### config.mk
export PLATFORM = sky130hd
export DESIGN_NAME = rdpc_top
export DESIGN_NICKNAME = d
export VERILOG_FILES = /design/src/rdpc_pkg.sv /design/src/rdpc_top.sv
export SDC_FILE = /design/constraint.sdc
export NUM_CORES = 1
export LEC_CHECK = 0
export CAP_MARGIN = 10
export CELL_PAD_IN_SITES_DETAIL_PLACEMENT = 1
export CELL_PAD_IN_SITES_GLOBAL_PLACEMENT = 1
export CORE_ASPECT_RATIO = 1.4
export CORE_MARGIN = 4
export CORE_UTILIZATION = 45
export CTS_CLUSTER_DIAMETER = 40
export DETAILED_ROUTE_END_ITERATION = 8
export DONT_BUFFER_PORTS = 1
export PLACE_DENSITY_LB_ADDON = 0.1
export SYNTH_ARGS = -nofsm -noshare
export SYNTH_HDL_FRONTEND = slang
export SYNTH_SLANG_ARGS = --single-unit
### constraint.sdc
create_clock -name clk_i -period 3.45 [get_ports clk_i]
set_input_delay 0.8625 -clock clk_i [delete_from_list [all_inputs] [get_ports clk_i]]
set_output_delay 0.8625 -clock clk_i [all_outputs]
set_load 0.02 [all_outputs]
### src/rdpc_pkg.sv
// ****************************************************************
// Reset and debug pin configuration constants
// ****************************************************************
// Function
// - Power-on reset leaves shared pin as port
// - Setting reset select makes pin reset input
// - Reset select sticks until next power-on
// - Low reset pin resets whole controller
// - Reset select forces pin pullup on
// - Interrupt select pullup follows pull-disable bit
// - Keypad edge polarity turns pullup into pulldown
// - Per-pin pullups only act on inputs
// - Debug pin is mode input during reset
// - Debug pin serves debug link after reset
// - Every reset sets debug select bit
// - Debug select forces debug pin pullup
// - High strap at release gives normal mode
// - Low strap at release gives background mode
// - Force-reset write with low strap enters background
// - Reset pin always restarts in user mode
// - Each debug bit lasts sixteen clocks
// - Driven speedup pulse ends each low bit
// - All registers run on the bus clock
package rdpc_pkg;

    // ************************************************************
    // Register offsets
    // ************************************************************
    localparam logic [7:0] OFF_SYS_OPT = 8'h00;
    localparam logic [7:0] OFF_PULL_EN = 8'h04;
    localparam logic [7:0] OFF_PIN_DIR = 8'h08;
    localparam logic [7:0] OFF_KEYPAD = 8'h0C;
    localparam logic [7:0] OFF_DBG_FORCE = 8'h10;
    localparam logic [7:0] OFF_STATUS = 8'h14;
    localparam logic [7:0] OFF_PORT_OUT = 8'h18;
    localparam logic [7:0] OFF_PIN_IN = 8'h1C;

    // ************************************************************
    // Field positions
    // ************************************************************
    localparam int unsigned BIT_RST_SEL = 0;
    localparam int unsigned BIT_IRQ_SEL = 1;
    localparam int unsigned BIT_IRQ_PDIS = 2;
    localparam int unsigned BIT_DBG_SEL = 3;
    localparam int unsigned BIT_CMP_SEL = 4;
    localparam int unsigned BIT_FORCE = 0;
    localparam int unsigned PIN_RST = 5;
    localparam int unsigned PIN_DBG = 4;
    localparam int unsigned NUM_PINS = 6;
    localparam int unsigned NUM_KEYS = 4;

    // ************************************************************
    // Debug bit timing in clock cycles
    // ************************************************************
    localparam logic [4:0] BIT_CYCLES = 5'h10;
    localparam logic [4:0] LOW_ONE = 5'h04;
    localparam logic [4:0] LOW_ZERO = 5'h0D;
    localparam logic [4:0] SPEEDUP_CYCLES = 5'h01;

    typedef enum logic [1:0] {
        ST_RUN = 2'b00,
        ST_HOLD = 2'b01
    } rdpc_state_t;

    typedef enum logic [1:0] {
        CAUSE_POR = 2'b00,
        CAUSE_PIN = 2'b01,
        CAUSE_FORCE = 2'b10
    } rdpc_cause_t;

    typedef struct packed {
        logic [5:0] out;
        logic [5:0] oe;
        logic [5:0] pu;
        logic [5:0] pd;
    } rdpc_pads_t;

endpackage

### src/rdpc_top.sv
module rdpc_top #(
    parameter int unsigned RST_HOLD = 8
) (
    // Clock and power-on reset
    input wire logic clk_i,
    input wire logic rst_i,
    // Wishbone slave
    input wire logic cyc_i,
    input wire logic stb_i,
    input wire logic we_i,
    input wire logic [7:0] adr_i,
    input wire logic [3:0] sel_i,
    input wire logic [31:0] dat_i,
    output logic [31:0] dat_o,
    output logic ack_o,
    // Pads
    input wire logic [5:0] pad_in_i,
    output rdpc_pkg::rdpc_pads_t pads_o,
    // Peripheral sources
    input wire logic comparator_output_i,
    // Background debug controller side
    input wire logic bdc_tx_start_i,
    input wire logic bdc_tx_bit_i,
    output logic bdc_tx_done_o,
    output logic bdc_rx_o,
    // System reset and mode
    output logic chip_reset_o,
    output logic background_halt_mode_o
);

    // ************************************************************
    // Helpers
    // ************************************************************
    function automatic logic wb_hit(input logic [7:0] adr, input logic [7:0] off);
        wb_hit = ({adr[7:2], 2'b00} == off);
    endfunction

    function automatic logic [4:0] low_time(input logic bit_val);
        low_time = bit_val ? rdpc_pkg::LOW_ONE : rdpc_pkg::LOW_ZERO;
    endfunction

    localparam int unsigned HW = $clog2(RST_HOLD + 1);
    localparam logic [HW-1:0] HOLD_LAST = HW'(RST_HOLD - 1);

    // ************************************************************
    // State
    // ************************************************************
    rdpc_pkg::rdpc_state_t st_q;
    rdpc_pkg::rdpc_cause_t cause_q;
    logic [HW-1:0] hold_q;
    logic bg_mode_q;
    logic rst_sel_q;
    logic irq_sel_q;
    logic irq_pdis_q;
    logic dbg_sel_q;
    logic cmp_sel_q;
    logic [5:0] pull_en_q;
    logic [5:0] dir_q;
    logic [5:0] port_out_q;
    logic [3:0] key_sel_q;
    logic [3:0] key_pol_q;
    logic ack_q;
    logic [31:0] dat_q;
    logic [4:0] tx_cnt_q;
    logic tx_bit_q;
    logic tx_done_q;
    logic in_hold;
    logic wr_en;
    logic force_req;
    logic pin_req;
    logic tx_go;
    logic [4:0] tx_low;
    logic [31:0] rd_val;
    logic [5:0] base_pu;

    assign in_hold = (st_q == rdpc_pkg::ST_HOLD);
    assign wr_en = cyc_i && stb_i && we_i && ack_q && sel_i[0] && !in_hold;
    assign force_req = wr_en && wb_hit(adr_i, rdpc_pkg::OFF_DBG_FORCE)
        && dat_i[rdpc_pkg::BIT_FORCE];
    assign pin_req = rst_sel_q && !pad_in_i[rdpc_pkg::PIN_RST];
    assign chip_reset_o = in_hold;
    assign background_halt_mode_o = bg_mode_q;

    // ************************************************************
    // Reset sequencer
    // ************************************************************
    always_ff @(posedge clk_i) begin
        if (rst_i) begin
            st_q <= rdpc_pkg::ST_HOLD;
            cause_q <= rdpc_pkg::CAUSE_POR;
            hold_q <= '0;
        end else if (force_req) begin
            st_q <= rdpc_pkg::ST_HOLD;
            cause_q <= rdpc_pkg::CAUSE_FORCE;
            hold_q <= '0;
        end else if (pin_req) begin
            st_q <= rdpc_pkg::ST_HOLD;
            cause_q <= rdpc_pkg::CAUSE_PIN;
            hold_q <= '0;
        end else begin
            case (st_q)
                rdpc_pkg::ST_HOLD: begin
                    if (hold_q == HOLD_LAST) begin
                        st_q <= rdpc_pkg::ST_RUN;
                    end else begin
                        hold_q <= hold_q + HW'(1);
                    end
                end
                rdpc_pkg::ST_RUN: begin
                    st_q <= rdpc_pkg::ST_RUN;
                end
                default: begin
                    st_q <= rdpc_pkg::ST_HOLD;
                end
            endcase
        end
    end

    // ************************************************************
    // Mode strap latch
    // ************************************************************
    always_ff @(posedge clk_i) begin
        if (rst_i) begin
            bg_mode_q <= 1'b0;
        end else if (in_hold && hold_q == HOLD_LAST && !force_req && !pin_req) begin
            if (cause_q == rdpc_pkg::CAUSE_PIN) begin
                bg_mode_q <= 1'b0;
            end else begin
                bg_mode_q <= !pad_in_i[rdpc_pkg::PIN_DBG];
            end
        end
    end

    // ************************************************************
    // Option registers
    // ************************************************************
    always_ff @(posedge clk_i) begin
        if (rst_i) begin
            rst_sel_q <= 1'b0;
        end else if (wr_en && wb_hit(adr_i, rdpc_pkg::OFF_SYS_OPT)
                     && dat_i[rdpc_pkg::BIT_RST_SEL]) begin
            rst_sel_q <= 1'b1;
        end
    end

    always_ff @(posedge clk_i) begin
        if (rst_i || in_hold) begin
            irq_sel_q <= 1'b0;
            irq_pdis_q <= 1'b0;
            dbg_sel_q <= 1'b1;
            cmp_sel_q <= 1'b0;
            pull_en_q <= '0;
            dir_q <= '0;
            port_out_q <= '0;
            key_sel_q <= '0;
            key_pol_q <= '0;
        end else if (wr_en) begin
            if (wb_hit(adr_i, rdpc_pkg::OFF_SYS_OPT)) begin
                irq_sel_q <= dat_i[rdpc_pkg::BIT_IRQ_SEL];
                irq_pdis_q <= dat_i[rdpc_pkg::BIT_IRQ_PDIS];
                dbg_sel_q <= dat_i[rdpc_pkg::BIT_DBG_SEL];
                cmp_sel_q <= dat_i[rdpc_pkg::BIT_CMP_SEL];
            end
            if (wb_hit(adr_i, rdpc_pkg::OFF_PULL_EN)) begin
                pull_en_q <= dat_i[5:0];
            end
            if (wb_hit(adr_i, rdpc_pkg::OFF_PIN_DIR)) begin
                dir_q <= dat_i[5:0];
            end
            if (wb_hit(adr_i, rdpc_pkg::OFF_PORT_OUT)) begin
                port_out_q <= dat_i[5:0];
            end
            if (wb_hit(adr_i, rdpc_pkg::OFF_KEYPAD)) begin
                key_sel_q <= dat_i[3:0];
                key_pol_q <= dat_i[7:4];
            end
        end
    end

    // ************************************************************
    // Wishbone answer
    // ************************************************************
    always_comb begin
        rd_val = '0;
        if (wb_hit(adr_i, rdpc_pkg::OFF_SYS_OPT)) begin
            rd_val[rdpc_pkg::BIT_RST_SEL] = rst_sel_q;
            rd_val[rdpc_pkg::BIT_IRQ_SEL] = irq_sel_q;
            rd_val[rdpc_pkg::BIT_IRQ_PDIS] = irq_pdis_q;
            rd_val[rdpc_pkg::BIT_DBG_SEL] = dbg_sel_q;
            rd_val[rdpc_pkg::BIT_CMP_SEL] = cmp_sel_q;
        end else if (wb_hit(adr_i, rdpc_pkg::OFF_PULL_EN)) begin
            rd_val[5:0] = pull_en_q;
        end else if (wb_hit(adr_i, rdpc_pkg::OFF_PIN_DIR)) begin
            rd_val[5:0] = dir_q;
        end else if (wb_hit(adr_i, rdpc_pkg::OFF_KEYPAD)) begin
            rd_val[7:0] = {key_pol_q, key_sel_q};
        end else if (wb_hit(adr_i, rdpc_pkg::OFF_STATUS)) begin
            rd_val[2:0] = {cause_q, bg_mode_q};
        end else if (wb_hit(adr_i, rdpc_pkg::OFF_PORT_OUT)) begin
            rd_val[5:0] = port_out_q;
        end else if (wb_hit(adr_i, rdpc_pkg::OFF_PIN_IN)) begin
            rd_val[5:0] = pad_in_i;
        end
    end

    always_ff @(posedge clk_i) begin
        if (rst_i) begin
            ack_q <= 1'b0;
            dat_q <= '0;
        end else begin
            ack_q <= cyc_i && stb_i && !ack_q;
            if (cyc_i && stb_i && !ack_q) begin
                dat_q <= rd_val;
            end
        end
    end

    assign ack_o = ack_q;
    assign dat_o = dat_q;

    // ************************************************************
    // Debug bit transmitter
    // ************************************************************
    assign tx_go = bdc_tx_start_i && dbg_sel_q && !in_hold && (tx_cnt_q == '0);
    assign tx_low = low_time(tx_bit_q);
    assign bdc_rx_o = pad_in_i[rdpc_pkg::PIN_DBG];
    assign bdc_tx_done_o = tx_done_q;

    always_ff @(posedge clk_i) begin
        if (rst_i || in_hold) begin
            tx_cnt_q <= '0;
            tx_bit_q <= 1'b0;
            tx_done_q <= 1'b0;
        end else begin
            tx_done_q <= (tx_cnt_q == rdpc_pkg::BIT_CYCLES);
            if (tx_go) begin
                tx_cnt_q <= 5'h01;
                tx_bit_q <= bdc_tx_bit_i;
            end else if (tx_cnt_q == rdpc_pkg::BIT_CYCLES) begin
                tx_cnt_q <= '0;
            end else if (tx_cnt_q != '0) begin
                tx_cnt_q <= tx_cnt_q + 5'h01;
            end
        end
    end

    // ************************************************************
    // Pad drive and pull control
    // ************************************************************
    always_comb begin
        pads_o.out = port_out_q;
        pads_o.oe = dir_q;
        pads_o.oe[rdpc_pkg::PIN_RST] = 1'b0;
        pads_o.out[rdpc_pkg::PIN_RST] = 1'b0;
        if (in_hold) begin
            pads_o.oe[rdpc_pkg::PIN_DBG] = 1'b0;
            pads_o.out[rdpc_pkg::PIN_DBG] = 1'b0;
        end else if (dbg_sel_q) begin
            pads_o.oe[rdpc_pkg::PIN_DBG] = (tx_cnt_q != '0)
                && (tx_cnt_q <= tx_low + rdpc_pkg::SPEEDUP_CYCLES);
            pads_o.out[rdpc_pkg::PIN_DBG] = (tx_cnt_q > tx_low);
        end else if (cmp_sel_q) begin
            pads_o.oe[rdpc_pkg::PIN_DBG] = 1'b1;
            pads_o.out[rdpc_pkg::PIN_DBG] = comparator_output_i;
        end
        base_pu = pull_en_q & ~pads_o.oe;
        pads_o.pu = base_pu;
        pads_o.pd = '0;
        for (int i = 0; i < rdpc_pkg::NUM_KEYS; i++) begin
            if (key_sel_q[i] && key_pol_q[i] && base_pu[i]) begin
                pads_o.pu[i] = 1'b0;
                pads_o.pd[i] = 1'b1;
            end
        end
        if (rst_sel_q) begin
            pads_o.pu[rdpc_pkg::PIN_RST] = 1'b1;
        end else if (irq_sel_q) begin
            pads_o.pu[rdpc_pkg::PIN_RST] = !irq_pdis_q;
        end
        if (dbg_sel_q) begin
            pads_o.pu[rdpc_pkg::PIN_DBG] = 1'b1;
            pads_o.pd[rdpc_pkg::PIN_DBG] = 1'b0;
        end
    end

    // ************************************************************
    // Assertions
    // ************************************************************
    property p_por_port;
        @(posedge clk_i) $past(rst_i) && !rst_i
        |-> !rst_sel_q && !pads_o.oe[rdpc_pkg::PIN_RST];
    endproperty
    a_por_port: assert property (p_por_port) else $error("shared pin not port after POR");

    property p_rst_sel_set;
        @(posedge clk_i) disable iff (rst_i)
        cyc_i && stb_i && we_i && ack_q && sel_i[0] && !in_hold
        && adr_i == rdpc_pkg::OFF_SYS_OPT && dat_i[rdpc_pkg::BIT_RST_SEL] |=> rst_sel_q;
    endproperty
    a_rst_sel_set: assert property (p_rst_sel_set) else $error("reset select not set");

    property p_rst_sticky;
        @(posedge clk_i) disable iff (rst_i) rst_sel_q && !rst_i |=> rst_sel_q;
    endproperty
    a_rst_sticky: assert property (p_rst_sticky) else $error("reset select reverted");

    property p_pin_reset;
        @(posedge clk_i) disable iff (rst_i)
        rst_sel_q && !pad_in_i[rdpc_pkg::PIN_RST] |=> chip_reset_o [*2];
    endproperty
    a_pin_reset: assert property (p_pin_reset) else $error("reset pin ignored");

    property p_rst_pull;
        @(posedge clk_i) disable iff (rst_i) rst_sel_q |-> pads_o.pu[rdpc_pkg::PIN_RST];
    endproperty
    a_rst_pull: assert property (p_rst_pull) else $error("reset pin pullup off");

    property p_irq_pull;
        @(posedge clk_i) disable iff (rst_i)
        irq_sel_q && !rst_sel_q |-> pads_o.pu[rdpc_pkg::PIN_RST] == !irq_pdis_q;
    endproperty
    a_irq_pull: assert property (p_irq_pull) else $error("interrupt pullup wrong");

    property p_out_no_pull;
        @(posedge clk_i) disable iff (rst_i)
        (pads_o.oe[3:0] & (pads_o.pu[3:0] | pads_o.pd[3:0])) == 4'h0
        && !(pads_o.oe[rdpc_pkg::PIN_RST] && pads_o.pu[rdpc_pkg::PIN_RST])
        && !(pads_o.oe[rdpc_pkg::PIN_DBG] && !dbg_sel_q
        && (pads_o.pu[rdpc_pkg::PIN_DBG] || pads_o.pd[rdpc_pkg::PIN_DBG]));
    endproperty
    a_out_no_pull: assert property (p_out_no_pull) else $error("pull on driven pin");

    property p_dbg_after_reset;
        @(posedge clk_i) disable iff (rst_i)
        $fell(chip_reset_o) |-> dbg_sel_q && pads_o.pu[rdpc_pkg::PIN_DBG];
    endproperty
    a_dbg_after_reset: assert property (p_dbg_after_reset) else $error("debug select lost");

    property p_pin_user;
        @(posedge clk_i) disable iff (rst_i)
        $fell(chip_reset_o) && cause_q == rdpc_pkg::CAUSE_PIN |-> !bg_mode_q;
    endproperty
    a_pin_user: assert property (p_pin_user) else $error("pin reset entered background");

    property p_strap;
        @(posedge clk_i) disable iff (rst_i)
        $fell(chip_reset_o) && cause_q != rdpc_pkg::CAUSE_PIN
        |-> bg_mode_q == !$past(pad_in_i[rdpc_pkg::PIN_DBG]);
    endproperty
    a_strap: assert property (p_strap) else $error("strap not latched");

    property p_bit_time;
        @(posedge clk_i) disable iff (rst_i || in_hold)
        tx_go |=> pads_o.oe[rdpc_pkg::PIN_DBG] [*4] ##13 tx_done_q;
    endproperty
    a_bit_time: assert property (p_bit_time) else $error("debug bit time wrong");

endmodule

==> results of run 1 <==
[logic make-up (layout without fill, tap and decap cells)]
logic type	count (synthesis)	in the layout	share of synthesized area, %
AOI/OAI and AO/OA	58	58	11.4
xor gates and xnor gates	5	5	1.44
adders and majority gates	7	7	2.88
buffers and inverters	63	20	12.9
DFF	55	55	36.2
muxes	33	33	11.9
other	1	28	0.123
and+or+nand+nor	140	140	23.1
[worst register-to-register path: stages, from the launching register on]
cell	delay, ns
dfxtp_1	0.48
nand4_1	0.15
nor3b_2	0.34
buf_4	0.27
and3_1	0.45
mux2i_1	0.25
nor2_1	0.06
[final timing paths]
check | startpoint | endpoint | slack [ns] | depth (start not counted)
setup / recovery | tx_cnt_q[0] | pads_o[16] | 0.64 | 5
hold / removal | cause_q[1] | cause_q[1] | 0.49 | 2
setup reg to reg | ack_o | pull_en_q[5] | 1.34 | 6
hold reg to reg | cause_q[1] | cause_q[1] | 0.49 | 2
[through the flow]
| stage | util, % | hold WS [ns] | setup slack, ns |
|---|---|---|---|
| final | 45.4 | 0.486 | 0.636 |
| after detailed placement | 44.1 | 0.471 | 0.964 |
| after global placement | 44.1 | 0.455 | 0.982 |
| after CTS | 45.4 | 0.489 | 0.604 |
| after floorplan | - | 0.446 | 0.972 |
| after global routing | 45.4 | 0.521 | 0.492 |
[flip-flops by register name, summed over array words and instances, names as in the netlist, 4 cells and up]
name and count:
pull_en_q 6, key_sel_q 4, key_pol_q 4, hold_q 4, dat_o 8, tx_cnt_q 5
port_out_q 6, dir_q 6
[Yosys cell counts, types with 2 or more instances]
master,count
a211o_1,2
a211oi_1,2
a21oi_1,27
a22oi_1,4
a311oi_1,2
a31oi_1,2
a41oi_1,2
and3_1,4
buf_1,2
buf_2,7
buf_4,37
clkbuf_1,7
dfxtp_1,55
ha_1,7
inv_1,9
mux2_2,5
mux2i_1,26
mux4_2,2
nand2_1,37
nand2b_1,9
nand3_1,16
nand3b_1,2
nand4_1,9
nor2_1,39
nor2b_1,9
nor3_1,6
o21ai_0,10
o22ai_1,3
or2_2,2
xnor2_1,3
xor2_1,2
[power by group through the flow]
stage	Clock, uW	Combinational (uW)	Sequential (uW)
detailed placement	0	67.9	661
global route	390	75.6	647
global placement	0	66.7	661
floorplan	0	93.6	660
finish	357	68.7	646
CTS	370	68.0	647
[area by class of cell]
cell class / instances / area, um2
sequential: 55 / 1100
multi-input combinational: 271 / 1650
inverter: 9 / 33.8
clock buffer: 6 / 72.6
fill: 807 / 3590
timing repair buffer: 3 / 22.5
clock inverter: 2 / 12.5
tap: 74 / 92.6
[metal layers]
metal	vias to the layer above	part of all wire [%]
met2	67	54
li1	1150	-
met1	1138	38
met5	-	0
met3	13	5.4
met4	0	2.6
[placed cells by master, fill, tap and decap left out, drive strengths merged, types with 7 or more instances in the layout]
| cell type | synthesis | routed |
|---|---|---|
| a21oi | 27 | 27 |
| conb | 1 | 28 |
| nand3 | 16 | 16 |
| o21ai | 10 | 10 |
| inv | 9 | 9 |
| nand2b | 9 | 9 |
| nor2b | 9 | 9 |
| nand2 | 37 | 37 |
| mux2i | 26 | 26 |
| ha | 7 | 7 |
| dfxtp | 55 | 55 |
| nand4 | 9 | 9 |
| nor2 | 40 | 40 |
==> reports/metrics.yaml, run 1 <==
arrival_ns: 1.95
cts_tree: "done"
p_clk_share_pct: 33.3
synth-main-ff-cell: "dfxtp_1"
cts-hold-fix-buffers: 0
cts-root-buf: "clkbuf_8"
boundaryPins: 119
swShare_pct: 25.1
fin_crit_sh_pct: 81.6
die_w_um: 77.5
finish.cell_count_without_fillers: 420
pwr-share-seq_pct: 60.3
synth_cell_type_count: 44
num_rows: 35
ant_nets: 0
dp.cells: 412
design_area_mm2: 0.00298
worst-path-max-fanout: 4
slew_headroom_pct: 51.5
ys_seq_elements: 55
core_area_mm2: 0.00657
cts_setup_buffers: 0
combPwrFrac_pct: 6.4
dr_total_vias: 2368
synth_top_area_share_pct: 36.2
drt_iter0_drc: 91
grt_overflow_total: 0
layout.nets: 410
synth_area_leader_cell: "dfxtp_1"
antenna_found_initial: 0
first_global_vias: 2434
ys_seq_area_share_pct: 36.2
critPathBufInv: 1
vias_per_cell: 5.64
gp_congestion: 0.810
top_usage_layer: "met2"
initial_utilization_pct: 46.3
synth_edf_count: 0
n_antenna_cell: 0
dpl-instance-area_mm2: 0.00290
cts_buffers: 5
fmax_ghz: 0.355
hold_viol_final: 0
rsz0062_at_grt: "no"
cap_violations: 0
syn_area_per_cell_um2: 8.40
syn_area_mm2: 0.00304
grt_pass1_wl_um: 12500
leakagePower_uw: 0.00103
crit_chain: "inv_1, ha_1, o32ai_1, a41oi_1, nor2_1"
hpwlAfterDp_um: 6130
post_cts_resized: 0
tightest_slew_ns: 0.728
setup_viol: 0
switching_power_uw: 269
die_h_um: 105
area_growth_pct: -1.85
worstPathRequired_ns: 2.59
wire_per_inst_um: 18.8
drc: 0
cp_top_family: "compound AO/OA/AOI/OAI gates"
clock_skew_ns: 0.00492
synthArstFlopShare_pct: 0
layout-drive-gt1-share_pct: 6.94
cpPeakStageDelay_ns: 0.38
cts.sinks: 55
clk_latency_ns: 0.31
drv_slew: 0
synthTopCellsByArea: "dfxtp_1, buf_4, mux2i_1"
power_density_mw_per_mm2: 359
gr-usage-all-layers_pct: 19.5
tns_ns: 0
clockBufferDepth: 2
cp-end-kind: "output port"
die-area_mm2: 0.00815
grt.met3_usage_pct: 4.70
finalPower_uw: 1070
syn_inst: 362
status: "finished clean"
irDropWorstVdd_v: 0.000214
hold_path.class: "flop to flop"
clk_pin_slew_worst_paths_ns: 0.09
grt_max_degree: 38
gr-usage-met1_pct: 21.2
crit_slowest_cell: "dfxtp_1"
htreeDepth: 2
firstDrtPassIters: 4
fin_crit_ns: 2.81
internal_power_uw: 802
start_kind: "flop"
grtUsageMet2_pct: 36.0
crit_type: "flop to output port"
yosysWarnings: 0
routed_wl_um: 7890
io_buffers: 0
Note: power is estimated with default switching activity, not from simulation.
==> run 2, diff against run 1 <==
--- a/config.mk
+++ b/config.mk
@@ -10,7 +10,7 @@
 export CELL_PAD_IN_SITES_GLOBAL_PLACEMENT = 1
 export CORE_ASPECT_RATIO = 1.4
 export CORE_MARGIN = 4
-export CORE_UTILIZATION = 45
+export CORE_UTILIZATION = 41
 export CTS_CLUSTER_DIAMETER = 40
 export DETAILED_ROUTE_END_ITERATION = 8
 export DONT_BUFFER_PORTS = 1
==> constraint.sdc (replaced) <==
create_clock -name clk_i -period 2.4 [get_ports clk_i]
set_input_delay 0.6 -clock clk_i [delete_from_list [all_inputs] [get_ports clk_i]]
set_output_delay 0.6 -clock clk_i [all_outputs]
set_load 0.02 [all_outputs]
==> run 2 against run 1 <==
Register-to-register slack got worse by 1.1 ns. Design area up 4.4%. Critical path depth grew 1. Clock-buffer cell count fell by 1. Clock skew rose by 0.0044 ns. Largest power group unchanged. Hold slack got worse by 0.15 ns. Total power rose by 44%. Sequential cell count did not move. Combinational power up 48%. Final cell count rose by 6.2%.
==> reports/metrics.yaml, run 2 (synthesized netlist as in run 1, its figures left out) <==
status: "finished clean"
n_fill_cell: 863  # +6.9%
crit_type: "flop to output port"
grt_overflow_total: 0  # unchanged
fin_util_pct: 44.0  # -1.4 points
irDropWorstVdd_v: 0.000246  # +15%
most-common-layout-cells: "dfxtp_1, nor2_1, nand2_1"
gr-usage-all-layers_pct: 19.2  # -0.29 points
fin_crit_sh_pct: 99.5
finish.cell_count_without_fillers: 446  # +6.2%
crit_chain: "inv_4, ha_4, a32oi_1, o21ai_1, a311oi_1, buf_4"
fin_crit_ns: 2.39
cap_violations: 0  # unchanged
num_rows: 36  # +2.9%
layout.nets: 415  # +1.2%
gp_congestion: 0.793  # -2.1%
clk_pin_slew_worst_paths_ns: 0.10  # about the same
rsz0062_at_grt: "yes"
cp-end-kind: "output port"
area_growth_pct: 2.47
grt_max_degree: 38  # unchanged
drt_iter0_drc: 159  # +75%
tns_ns: 0  # unchanged
fin_hold_ws_ns: 0.341  # -0.145 ns
die_h_um: 110  # +4.4%
arrival_ns: 1.79  # -0.16 ns
worstPathRequired_ns: 1.80  # -0.79 ns
die-area_mm2: 0.00887  # +8.9%
final_common_cell: "dfxtp_1"
regArea_mm2: 0.00111  # +0.91%
clock_skew_ns: 0.00932  # +0.00441 ns
clockBufferDepth: 2  # unchanged
dp.cells: 438  # +6.3%
slew_headroom_pct: 59.1  # +7.6 points
clk_latency_ns: 0.31  # about the same
drc: 0  # unchanged
dr_total_vias: 2416  # +2.0%
n_antenna_cell: 0  # unchanged
route.met2.wl_um: 4540  # +7.2%
cts-root-buf: "clkbuf_8"
start_kind: "flop"
core_area_mm2: 0.00707  # +7.7%
io_buffers: 0  # unchanged
fmax_ghz: 0.419
wire_per_inst_um: 18.9  # +0.53%
ant_nets: 0  # unchanged
hold_viol_final: 0  # unchanged
multi_input_area_mm2: 0.00170  # +3.0%
firstDrtPassIters: 4  # unchanged
boundaryPins: 119  # unchanged
cpPeakStageDelay_ns: 0.40  # +0.02 ns
cts.sinks: 55  # unchanged
cts_buffers: 5  # unchanged
grt_pass1_wl_um: 12900  # +3.4%
layout-drive-gt1-share_pct: 12.0  # +5.0 points
highest_layer: "met4"
power_density_mw_per_mm2: 496  # +38%
first_global_vias: 2473  # +1.6%
crit_slowest_cell: "dfxtp_4"
initial_utilization_pct: 43.0  # -3.3 points
routed_wl_um: 8420  # +6.8%
drv_slew: 0  # unchanged
die_w_um: 80.8  # +4.3%
htreeDepth: 2  # unchanged
worst-path-max-fanout: 5  # +1
setup_ws_ns: 0.0127  # -0.624 ns
drt-met1-wl_um: 3190  # +5.4%
leakagePower_uw: 0.00106  # +3.5%
cts_tree: "done"
hold_path.class: "input port to flop"
antenna_found_initial: 0  # unchanged
place_ws_ns: 0.150  # -0.814 ns
setup_viol: 0  # unchanged
largest_register_ffs: 8  # unchanged
vias_per_cell: 5.42  # -3.9%
wl_met3_um: 493  # +15%
tightest_slew_ns: 0.611  # -0.117 ns
hpwlAfterDp_um: 6530  # +6.6%
==> run 2: cell types whose count changed in the layout (fill, tap and decap cells not counted), sizes merged <==
cell      change
clkbuf        -1
inv           +1
clkinv        +1
buf           +5
clkinvlp      -1
==> run 2: per-stage QoR <==
step	cell area (um2)	power [uW]
final	3110	1540
after global routing	3110	1620
after CTS	3080	1570
after detailed placement	2960	1050
after global placement	2960	1050
after floorplan	3140	1080
==> run 2: cell type report <==
class / instances / share of cell area [%]
multi-input cells: 271 / 54.5
flip-flops and latches: 55 / 35.7
well taps: 95 / 3.82
clock buffers: 5 / 2.21
repair buffers: 8 / 1.93
inverters: 9 / 1.25
clock inverters: 3 / 0.603
==> run 2: repair_timing <==
item | CTS | global route
setup endpoints to repair | 2 | 2
gates resized for setup | 5 | 13
pin swaps | 2 | 5
setup buffers | 0 | 0
hold buffers | 0 | 0
==> run 2: routing by layer <==
layer  GRT usage (%)  vias to the layer above
met5               0                        -
met4            6.64                        0
met3            4.67                       14
met2            35.7                       68
met1            20.9                     1171
li1                -                     1163
==> run 2: critical path, delay by kind of cell (launching register included) <==
| kind | cells | cell delay [ns] |
|---|---|---|
| flops | 1 | 0.40 |
| fa+ha+maj | 1 | 0.24 |
| buf+inv | 2 | 0.24 |
| compound gates | 3 | 0.60 |
==> run 2: path summary, 6_finish.rpt <==
| path | start | to | slack (ns) | cells past startpoint |
|---|---|---|---|---|
| worst min-delay path | rst_i | dat_o[3] | 0.34 | 1 |
| worst max register to register | ack_o | dbg_sel_q | 0.20 | 5 |
| worst max-delay path | tx_bit_q | pads_o[22] | 0.01 | 6 |
| worst min register to register | tx_cnt_q[0] | tx_cnt_q[0] | 0.48 | 1 |
==> run 2: where the power goes <==
| group | internal [uW] | leakage [uW] | switching, uW |
|---|---|---|---|
| sequential | 917 | 0.000446 | 9.17 |
| combinational | 31.0 | 0.000570 | 71.1 |
| clock | 206 | 0.0000483 | 309 |
| total | 1150 | 0.00106 | 389 |
==> run 3, diff against run 2 <==
--- a/config.mk
+++ b/config.mk
@@ -14,7 +14,7 @@
 export CTS_CLUSTER_DIAMETER = 40
 export DETAILED_ROUTE_END_ITERATION = 8
 export DONT_BUFFER_PORTS = 1
-export PLACE_DENSITY_LB_ADDON = 0.1
+export PLACE_DENSITY = 0.84
 export SYNTH_ARGS = -nofsm -noshare
 export SYNTH_HDL_FRONTEND = slang
 export SYNTH_SLANG_ARGS = --single-unit
==> run 3 against run 2 <==
Clock-buffer cell count did not move. Register-to-register slack improved by 0.07 ns. Non-clock buffer count is 2 higher. Largest cell class unchanged.
==> reports/metrics.yaml, run 3 (synthesized netlist as in run 1, its figures left out) <==
clk_pin_slew_worst_paths_ns: 0.10  # about the same
slew_headroom_pct: 52.8  # -6.2 points
status: "finished clean"
wl_met3_um: 791  # +60%
layout-drive-gt1-share_pct: 12.8  # +0.82 points
largest_register_ffs: 8  # unchanged
highest_layer: "met4"
irDropWorstVdd_v: 0.000193  # -21%
most-common-layout-cells: "dfxtp_1, nor2_1, nand2_1"
core_area_mm2: 0.00707  # unchanged
cp-end-kind: "output port"
clk_latency_ns: 0.31  # about the same
grt_max_degree: 38  # unchanged
ant_nets: 0  # unchanged
routed_wl_um: 8560  # +1.7%
grt_overflow_total: 0  # unchanged
final_common_cell: "dfxtp_1"
cts-root-buf: "clkbuf_8"
boundaryPins: 119  # unchanged
power_density_mw_per_mm2: 521  # +5.0%
antenna_found_initial: 0  # unchanged
num_rows: 36  # unchanged
gr-usage-all-layers_pct: 19.9  # +0.71 points
io_buffers: 0  # unchanged
cts_buffers: 5  # unchanged
cap_violations: 0  # unchanged
hpwlAfterDp_um: 6580  # +0.70%
fin_util_pct: 44.8  # +0.78 points
area_growth_pct: 4.28
drc: 0  # unchanged
first_global_vias: 2628  # +6.3%
wire_per_inst_um: 19.2  # +1.4%
fin_hold_ws_ns: 0.341  # -0.0000240 ns
die_w_um: 80.8  # unchanged
rsz0062_at_grt: "yes"
leakagePower_uw: 0.00110  # +3.0%
htreeDepth: 2  # unchanged
die-area_mm2: 0.00887  # unchanged
crit_type: "flop to output port"
initial_utilization_pct: 43.0  # unchanged
arrival_ns: 1.80  # about the same
fin_crit_sh_pct: 99.8  # +0.35 points
cts_tree: "done"
worst-path-max-fanout: 4  # -1
worstPathRequired_ns: 1.80  # about the same
gp_congestion: 0.869  # +9.6%
dr_total_vias: 2464  # +2.0%
firstDrtPassIters: 4  # unchanged
fin_crit_ns: 2.40  # +0.00839 ns
tightest_slew_ns: 0.707  # +0.0963 ns
clock_skew_ns: 0.00440  # -0.00493 ns
tns_ns: 0  # unchanged
dpl-instance-area_mm2: 0.00297  # +0.25%
vias_per_cell: 5.51  # +1.8%
cts-hold-fix-buffers: 0  # unchanged
cts.sinks: 55  # unchanged
layout.nets: 417  # +0.48%
route.met2.wl_um: 4510  # -0.55%
design_area_mm2: 0.00317  # +1.8%
grt_pass1_wl_um: 13600  # +5.5%
drt_iter0_drc: 167  # +5.0%
n_antenna_cell: 0  # unchanged
hold_viol_final: 0  # unchanged
fmax_ghz: 0.417  # -0.35%
drv_slew: 0  # unchanged
drt-met1-wl_um: 3030  # -5.0%
clockBufferDepth: 2  # unchanged
hold_path.class: "input port to flop"
start_kind: "flop"
r2r_slack_ns: 0.27  # +0.07 ns
die_h_um: 110  # unchanged
setup_viol: 0  # unchanged
run 3: power by group:
part,internal (uW),switching (uW),leakage (uW)
sequential,918,8.79,0.000446
clock,306,315,0.0000502
combinational,30.8,71.1,0.000600
run 3: through the flow:
step / total power, uW / setup slack [ns] / instances
final: 1650 / 0.00430 / 447
after global routing: 1710 / -0.0907 / 447
after CTS: 1660 / 0.00130 / 447
after detailed placement: 1050 / 0.145 / 439
after global placement: 1050 / 0.233 / 439
after floorplan: 1080 / 0.184 / 389
run 3: worst paths after layout:
| path | cells after the start | to | from |
|---|---|---|---|
| worst max-delay path | 6 | pads_o[22] | tx_cnt_q[0] |
| worst min-delay path | 1 | dat_o[3] | rst_i |
| worst max register to register | 5 | pull_en_q[4] | ack_o |
| worst min register to register | 2 | cause_q[1] | cause_q[1] |
run 3: layout make-up:
cell class | instances | area (um2)
fillers | 869 | 3900
clock inverters | 2 | 37.5
inverters | 9 | 36.3
repair buffers | 10 | 75.1
multi-input cells | 271 | 1720
flip-flops and latches | 55 | 1110
clock buffers | 5 | 68.8
well taps | 95 | 119
run 3: what timing repair did:
item	4_1_cts	5_1_grt
setup endpoints to repair	2	2
setup buffers	1	0
resized for setup	5	14
gates cloned	0	0
pin swaps	2	7
run 3: per-layer routing:
layer	global-route usage [%]	vias to the layer above
li1	-	1159
met1	21.2	1191
met2	36.1	95
met3	6.56	19
met4	7.13	0
met5	0	-
run 3: worst max-delay path, cell delays in order (launching register included):
cell,delay (ns)
dfxtp_2,0.35
inv_2,0.07
ha_4,0.26
a32oi_2,0.21
o21ai_1,0.11
a311oi_2,0.30
buf_4,0.19
